**src/design/sram_ctrl_pkg.sv**
```systemverilog
// Constants for the static RAM host controller
`default_nettype none
package sram_ctrl_pkg;
  localparam int unsigned ADDR_W = 11;
  localparam int unsigned DATA_W = 8;
  localparam int unsigned DEPTH = 2048;
  localparam int unsigned CLK_PERIOD_NS = 50;
  // Slowest grade figures, in ns
  localparam int unsigned T_CYCLE_NS = 200;
  localparam int unsigned T_ADDR_SETUP_NS = 20;
  localparam int unsigned T_WRITE_PULSE_NS = 120;
  localparam int unsigned T_WRITE_REC_NS = 10;
  localparam int unsigned T_OUT_HIZ_NS = 60;
  localparam int unsigned T_DATA_HOLD_NS = 10;
  localparam int unsigned CNT_W = 4;
  localparam logic [CNT_W-1:0] SETUP_CYC = CNT_W'((T_ADDR_SETUP_NS + CLK_PERIOD_NS - 1) / CLK_PERIOD_NS);
  localparam logic [CNT_W-1:0] WPULSE_CYC = CNT_W'((T_WRITE_PULSE_NS + CLK_PERIOD_NS - 1) / CLK_PERIOD_NS);
  localparam logic [CNT_W-1:0] RECOV_CYC = CNT_W'((T_WRITE_REC_NS + T_DATA_HOLD_NS + CLK_PERIOD_NS - 1) / CLK_PERIOD_NS);
  localparam logic [CNT_W-1:0] READ_CYC = CNT_W'((T_CYCLE_NS + CLK_PERIOD_NS - 1) / CLK_PERIOD_NS);
  localparam logic [CNT_W-1:0] HIZ_CYC = CNT_W'((T_OUT_HIZ_NS + CLK_PERIOD_NS - 1) / CLK_PERIOD_NS);
  localparam logic [CNT_W-1:0] CNT_ONE = 4'h1;
  localparam logic [CNT_W-1:0] CNT_ZERO = 4'h0;
  localparam logic [ADDR_W-1:0] ADDR_RST = 11'h000;
  localparam logic [DATA_W-1:0] DATA_RST = 8'h00;
  typedef enum logic [2:0] {
    ST_IDLE,
    ST_RD,
    ST_WR_SETUP,
    ST_WR_PULSE,
    ST_WR_RECOV,
    ST_TURN
  } state_e;
endpackage : sram_ctrl_pkg
`default_nettype wire

```
**src/design/sram_host_ctrl.sv**
```systemverilog
// Host controller driving a 2048x8 asynchronous static RAM
// Behaviour
// - The write strobe is held high throughout every read.
// - The address is valid no later than the falling edge of select.
// - While select is low every address line is driven to a valid level.
// - The address is held through the write recovery counted from the first rising strobe.
// - The host never drives data while the memory may still drive the bus.
// - With select low outside a write window, except in write recovery, the host treats the bus as memory-driven.
`default_nettype none
module sram_host_ctrl
  import sram_ctrl_pkg::*;
(
  input wire logic core_clk,
  input wire logic rst_b,
  input wire logic req_valid,
  input wire logic req_write,
  input wire logic [ADDR_W-1:0] req_addr,
  input wire logic [DATA_W-1:0] req_wdata,
  output logic req_ready,
  output logic rsp_valid,
  output logic [DATA_W-1:0] rsp_rdata,
  output logic [ADDR_W-1:0] mem_addr,
  output logic mem_sel_b,
  output logic mem_oe_b,
  output logic mem_we_b,
  input wire logic [DATA_W-1:0] mem_data_in,
  output logic [DATA_W-1:0] mem_data_out,
  output logic mem_data_oe
);
  state_e state;
  state_e next_state;
  logic [CNT_W-1:0] cnt;
  logic [CNT_W-1:0] next_cnt;
  logic next_req_ready;
  logic next_rsp_valid;
  logic [DATA_W-1:0] next_rsp_rdata;
  logic [ADDR_W-1:0] next_mem_addr;
  logic next_mem_sel_b;
  logic next_mem_oe_b;
  logic next_mem_we_b;
  logic [DATA_W-1:0] next_mem_data_out;
  logic next_mem_data_oe;
  logic cnt_done;
  logic turn_done;
  logic take;

  assign cnt_done = (cnt == CNT_ONE);
  assign turn_done = cnt_done || (cnt == CNT_ZERO);
  assign take = (state == ST_IDLE) && req_valid && req_ready;

  // Sequencer: phase and its cycle count
  always_comb begin
    next_state = state;
    next_cnt = (cnt == CNT_ZERO) ? CNT_ZERO : cnt - CNT_ONE;
    case (state)
      ST_IDLE: begin
        if (take) begin
          if (req_write) begin
            next_cnt = SETUP_CYC;
            next_state = ST_WR_SETUP;
          end else begin
            next_cnt = READ_CYC;
            next_state = ST_RD;
          end
        end
      end
      ST_RD: begin
        if (cnt_done) begin
          next_cnt = HIZ_CYC;
          next_state = ST_TURN;
        end
      end
      ST_WR_SETUP: begin
        if (cnt_done) begin
          next_cnt = WPULSE_CYC;
          next_state = ST_WR_PULSE;
        end
      end
      ST_WR_PULSE: begin
        if (cnt_done) begin
          next_cnt = RECOV_CYC;
          next_state = ST_WR_RECOV;
        end
      end
      ST_WR_RECOV: begin
        if (cnt_done) begin
          next_cnt = CNT_ONE;
          next_state = ST_TURN;
        end
      end
      ST_TURN: begin
        // Memory output release time before the bus is used again
        if (turn_done) begin
          next_state = ST_IDLE;
        end
      end
      default: begin
        next_state = ST_IDLE;
      end
    endcase
  end

  always_ff @(posedge core_clk or negedge rst_b) begin
    if (!rst_b) begin
      state <= ST_IDLE;
      cnt <= CNT_ZERO;
    end else begin
      state <= next_state;
      cnt <= next_cnt;
    end
  end

  // Request handshake and read response
  always_comb begin
    next_req_ready = 1'b0;
    next_rsp_valid = 1'b0;
    next_rsp_rdata = rsp_rdata;
    case (state)
      ST_IDLE: begin
        next_req_ready = !take;
      end
      ST_RD: begin
        if (cnt_done) begin
          // Sample after full access time, equal to the cycle time
          next_rsp_rdata = mem_data_in;
          next_rsp_valid = 1'b1;
        end
      end
      ST_TURN: begin
        next_req_ready = turn_done;
      end
      default: begin
        next_req_ready = 1'b0;
      end
    endcase
  end

  always_ff @(posedge core_clk or negedge rst_b) begin
    if (!rst_b) begin
      req_ready <= 1'b0;
      rsp_valid <= 1'b0;
      rsp_rdata <= DATA_RST;
    end else begin
      req_ready <= next_req_ready;
      rsp_valid <= next_rsp_valid;
      rsp_rdata <= next_rsp_rdata;
    end
  end

  // Memory pins
  always_comb begin
    next_mem_addr = mem_addr;
    next_mem_sel_b = mem_sel_b;
    next_mem_oe_b = mem_oe_b;
    next_mem_we_b = 1'b1;
    next_mem_data_out = mem_data_out;
    next_mem_data_oe = 1'b0;
    case (state)
      ST_IDLE: begin
        next_mem_sel_b = 1'b1;
        next_mem_oe_b = 1'b1;
        if (take) begin
          // Address out with select in the same edge, never before it
          next_mem_addr = req_addr;
          next_mem_sel_b = 1'b0;
          if (req_write) begin
            // Select low and output enable high first, strobe falls later
            next_mem_oe_b = 1'b1;
            next_mem_data_out = req_wdata;
          end else begin
            next_mem_oe_b = 1'b0;
            next_mem_we_b = 1'b1;
          end
        end
      end
      ST_RD: begin
        next_mem_we_b = 1'b1;
        next_mem_data_oe = 1'b0;
        if (cnt_done) begin
          next_mem_sel_b = 1'b1;
          next_mem_oe_b = 1'b1;
        end
      end
      ST_WR_SETUP: begin
        next_mem_data_oe = 1'b0;
        if (cnt_done) begin
          next_mem_we_b = 1'b0;
          next_mem_data_oe = 1'b1;
        end
      end
      ST_WR_PULSE: begin
        next_mem_we_b = 1'b0;
        next_mem_data_oe = 1'b1;
        if (cnt_done) begin
          // Strobe rises first; recovery counted from here
          next_mem_we_b = 1'b1;
        end
      end
      ST_WR_RECOV: begin
        // Address and data held through recovery and hold time
        next_mem_data_oe = 1'b1;
        if (cnt_done) begin
          next_mem_data_oe = 1'b0;
          next_mem_sel_b = 1'b1;
        end
      end
      ST_TURN: begin
        // Bus left undriven while the memory releases it
        next_mem_data_oe = 1'b0;
      end
      default: begin
        next_mem_sel_b = 1'b1;
        next_mem_oe_b = 1'b1;
      end
    endcase
  end

  always_ff @(posedge core_clk or negedge rst_b) begin
    if (!rst_b) begin
      mem_addr <= ADDR_RST;
      mem_sel_b <= 1'b1;
      mem_oe_b <= 1'b1;
      mem_we_b <= 1'b1;
      mem_data_out <= DATA_RST;
      mem_data_oe <= 1'b0;
    end else begin
      mem_addr <= next_mem_addr;
      mem_sel_b <= next_mem_sel_b;
      mem_oe_b <= next_mem_oe_b;
      mem_we_b <= next_mem_we_b;
      mem_data_out <= next_mem_data_out;
      mem_data_oe <= next_mem_data_oe;
    end
  end
endmodule : sram_host_ctrl
`default_nettype wire

```
**config.mk**
```make
export PLATFORM = sky130hd
export DESIGN_NAME = sram_host_ctrl
export DESIGN_NICKNAME = d
export VERILOG_FILES = /design/src/design/sram_ctrl_pkg.sv /design/src/design/sram_host_ctrl.sv
export SDC_FILE = /design/constraint.sdc
export NUM_CORES = 1
export LEC_CHECK = 0
export BUFFER_PORTS_ARGS = -buffer_cell sky130_fd_sc_hd__clkbuf_2
export CORE_MARGIN = 1.5
export CORE_UTILIZATION = 52
export DETAILED_ROUTE_END_ITERATION = 10
export GPL_ROUTABILITY_DRIVEN = 1
export PLACE_DENSITY = 0.88
export SKIP_LAST_GASP = 1
export SLEW_MARGIN = 20
export SYNTH_ARGS = -nofsm -noshare
export SYNTH_HDL_FRONTEND = slang
export SYNTH_SLANG_ARGS = --single-unit
```
**constraint.sdc**
```tcl
create_clock -name core_clk -period 4.3 [get_ports core_clk]
set_input_delay 0.215 -clock core_clk [delete_from_list [all_inputs] [get_ports core_clk]]
set_output_delay 0.215 -clock core_clk [all_outputs]
set_load 0.05 [all_outputs]
```
==> flow_metrics.tcl <==
set metrics [dict create \
    synth.distinct_cells 37 \
    holdPathStages 2 \
    post-cts-setup-buffers 0 \
    cts_tree "done" \
    crit_chain "nor3_1, and2b_1, nand2_2, mux2_2" \
    layout.nets 224 \
    r2r-end "mem_data_out[5]" \
    synth_seq_cells 40 \
    regArea_mm2 0.00100 \
    status "finished clean" \
    fin_worst_skew_ps 17.0 \
    fp.coreArea_mm2 0.00313 \
    reg2reg_from "state[0]" \
    worst-setup-path-type "reg -> reg" \
    slowest_delay_ps 650 \
    synth-main-ff-cell "dfrtp_1" \
    drive_gt1_share_pct 55.7 \
    clock-root-buffer "clkbuf_4" \
    worst_pin_slew_ps 743 \
    overflow 0 \
    synth_fp_nets 160 \
    maxSlewHeadroom_pct 50.5 \
    gp_congestion 0.807 \
    cp_max_fo 17 \
    hold_path_end "mem_addr[5]" \
    syn_inst 129 \
    clkSlewWorstSetupHoldPaths_ps 120 \
    synth.largest_area_cell "dfrtp_1" \
    diodes 0 \
    antenna_found_initial 0 \
    finalSetupViolCount 0 \
    reg2reg_depth 4 \
    cts_buffers 5 \
    finalHoldViolCount 0 \
    cts_htree_levels 2 \
    ff2ff_setup_slack_ps 2060 \
    start_util_pct 56.5 \
    drt_first_pass_iters 4 \
    cts_num_sinks 40 \
    drc 0 \
    drtIter0Drc 32 \
    die-height_um 61.3 \
    synth_top_area_share_pct 52.4 \
    synth_area_leaders "dfrtp_1 (52%), mux2_2 (17%), dfstp_2 (4.5%)" \
    rows 20 \
    clkLatencyLatePin_ps 350 \
    netlist_area_mm2 0.00177 \
    num_io_pins 64 \
    postRouteAntennaNets 0 \
    cp_slowest_cell "and2b_1" \
    required_ps 4540 \
    grt_pass1_wl_um 5330 \
    grt_max_degree 41 \
    period_minus_slack_ps 2240 \
    vias 1258 \
    num-fill-cells 237 \
    wirelength_um 3330 \
    synth_edf_count 0 \
    place_hpwl_um 2470 \
    via_per_inst 5.29 \
    multiInputGateArea_um2 671 \
    end_kind "register" \
    die_w_um 61.3 \
    dieArea_mm2 0.00376 \
    max_cap_viol_count 0 \
    yosysWarnings 0 \
    fmax_ghz 0.447 \
    fin_crit_sh_pct 52.0 \
    synthToLayoutAreaGrowth_pct 21.3 \
    min-delay-path-class "in -> reg" \
    cp.arrival_ps 2470 \
    async_reset_ff_share_pct 100 \
    cts_max_path_buffers 2 \
    cts_hold_buf 0 \
    cts_resized 0 \
    rsz0062_at_grt "false" \
    grt_pass1_vias 1166 \
    syn_area_per_cell_um2 13.7 \
    critical_path.startpoint "state[0]" \
    worstHoldStart "req_addr[5]" \
    setup-tns-final_ps 0 \
    maxSlewViolCount 0 \
    ys_seq_area_share_pct 56.9 \
    portBuffers 63 \
    track_usage_pct 20.1 \
    routedWlPerCell_um 14.0 \
    cp-start-kind "register" \
]
critical path, delay by kind of cell, from the launching register on:
family | cells | cell delay, ps
mux | 1 | 340
simple gates | 3 | 1200
flops | 1 | 580
kinds of logic after synthesis:
group	synth area share, %
AO/OA/AOI/OAI	10.7
flip-flops	56.9
multiplexers	17.2
buffers and inverters	5.17
AND/OR/NAND/NOR	10.1
registers in the layout, summed over array words and instances (netlist names), 3 cells and up:
name	count
mem_addr	11
rsp_rdata	8
state	3
mem_data_out	8
cnt	4
synth_stat cells (3+ instances only):
cell       n
a21oi_1    6
mux2_2    27
o21ai_0    5
inv_1      3
o21bai_1   3
dfrtp_1   37
nand2_1    4
nor3_1     3
dfstp_2    3
nor2_1     7
cell usage in the layout (no fill, tap or decap), types with 2 or more instances in the layout:
cell,instances
dfrtp_1,37
o21bai_1,3
a31oi_1,2
nand2_1,4
nor2_1,7
clkbuf_4,5
o21ai_0,5
clkbuf_1,3
inv_1,3
mux2_2,27
nor3_1,3
a21oi_1,6
dfstp_2,3
o31ai_1,2
clkbuf_2,63
metal layers:
metal,vias to the layer above,global-route usage [%],routed length [um]
met1,616,23.8,1360
met4,0,10.6,70
met2,42,33.6,1720
met3,10,5.04,174
met5,-,0,0
li1,590,-,-
worst max-delay path by stage:
stage	endpoint	cells after the start
after CTS	mem_data_out[5]	4
after global routing	mem_data_out[5]	4
after floorplan	mem_addr[10]	5
final	mem_data_out[5]	4
after global placement	mem_data_out[3]	4
after detailed placement	mem_data_out[5]	4
stage by stage:
step           std cells  hold WS (ps)  setup slack, ps  cell area (um^2)  utilization, %
4_1_cts              236          23.2             2060              2110            67.3
5_1_grt              238          77.2             1910              2140            68.5
3_5_place_dp         228           407             2100              2060            65.8
3_3_place_gp         228           378             2210              2060            65.8
6_report             238          86.3             2060              2140            68.5
2_1_floorplan        129         -80.6             2580              1770               -
cell type report:
type                       instances  share of cell area [%]
sequential                        40                    46.9
clock buffer                       8                    2.28
timing repair buffer              65                    16.5
multi-input combinational         78                    31.3
tap                               44                    2.57
inverter                           3                   0.525
Power is left out: the tool's default activity adds up to more than one toggle a clock period on the data nets, which glitch-free logic cannot reach.
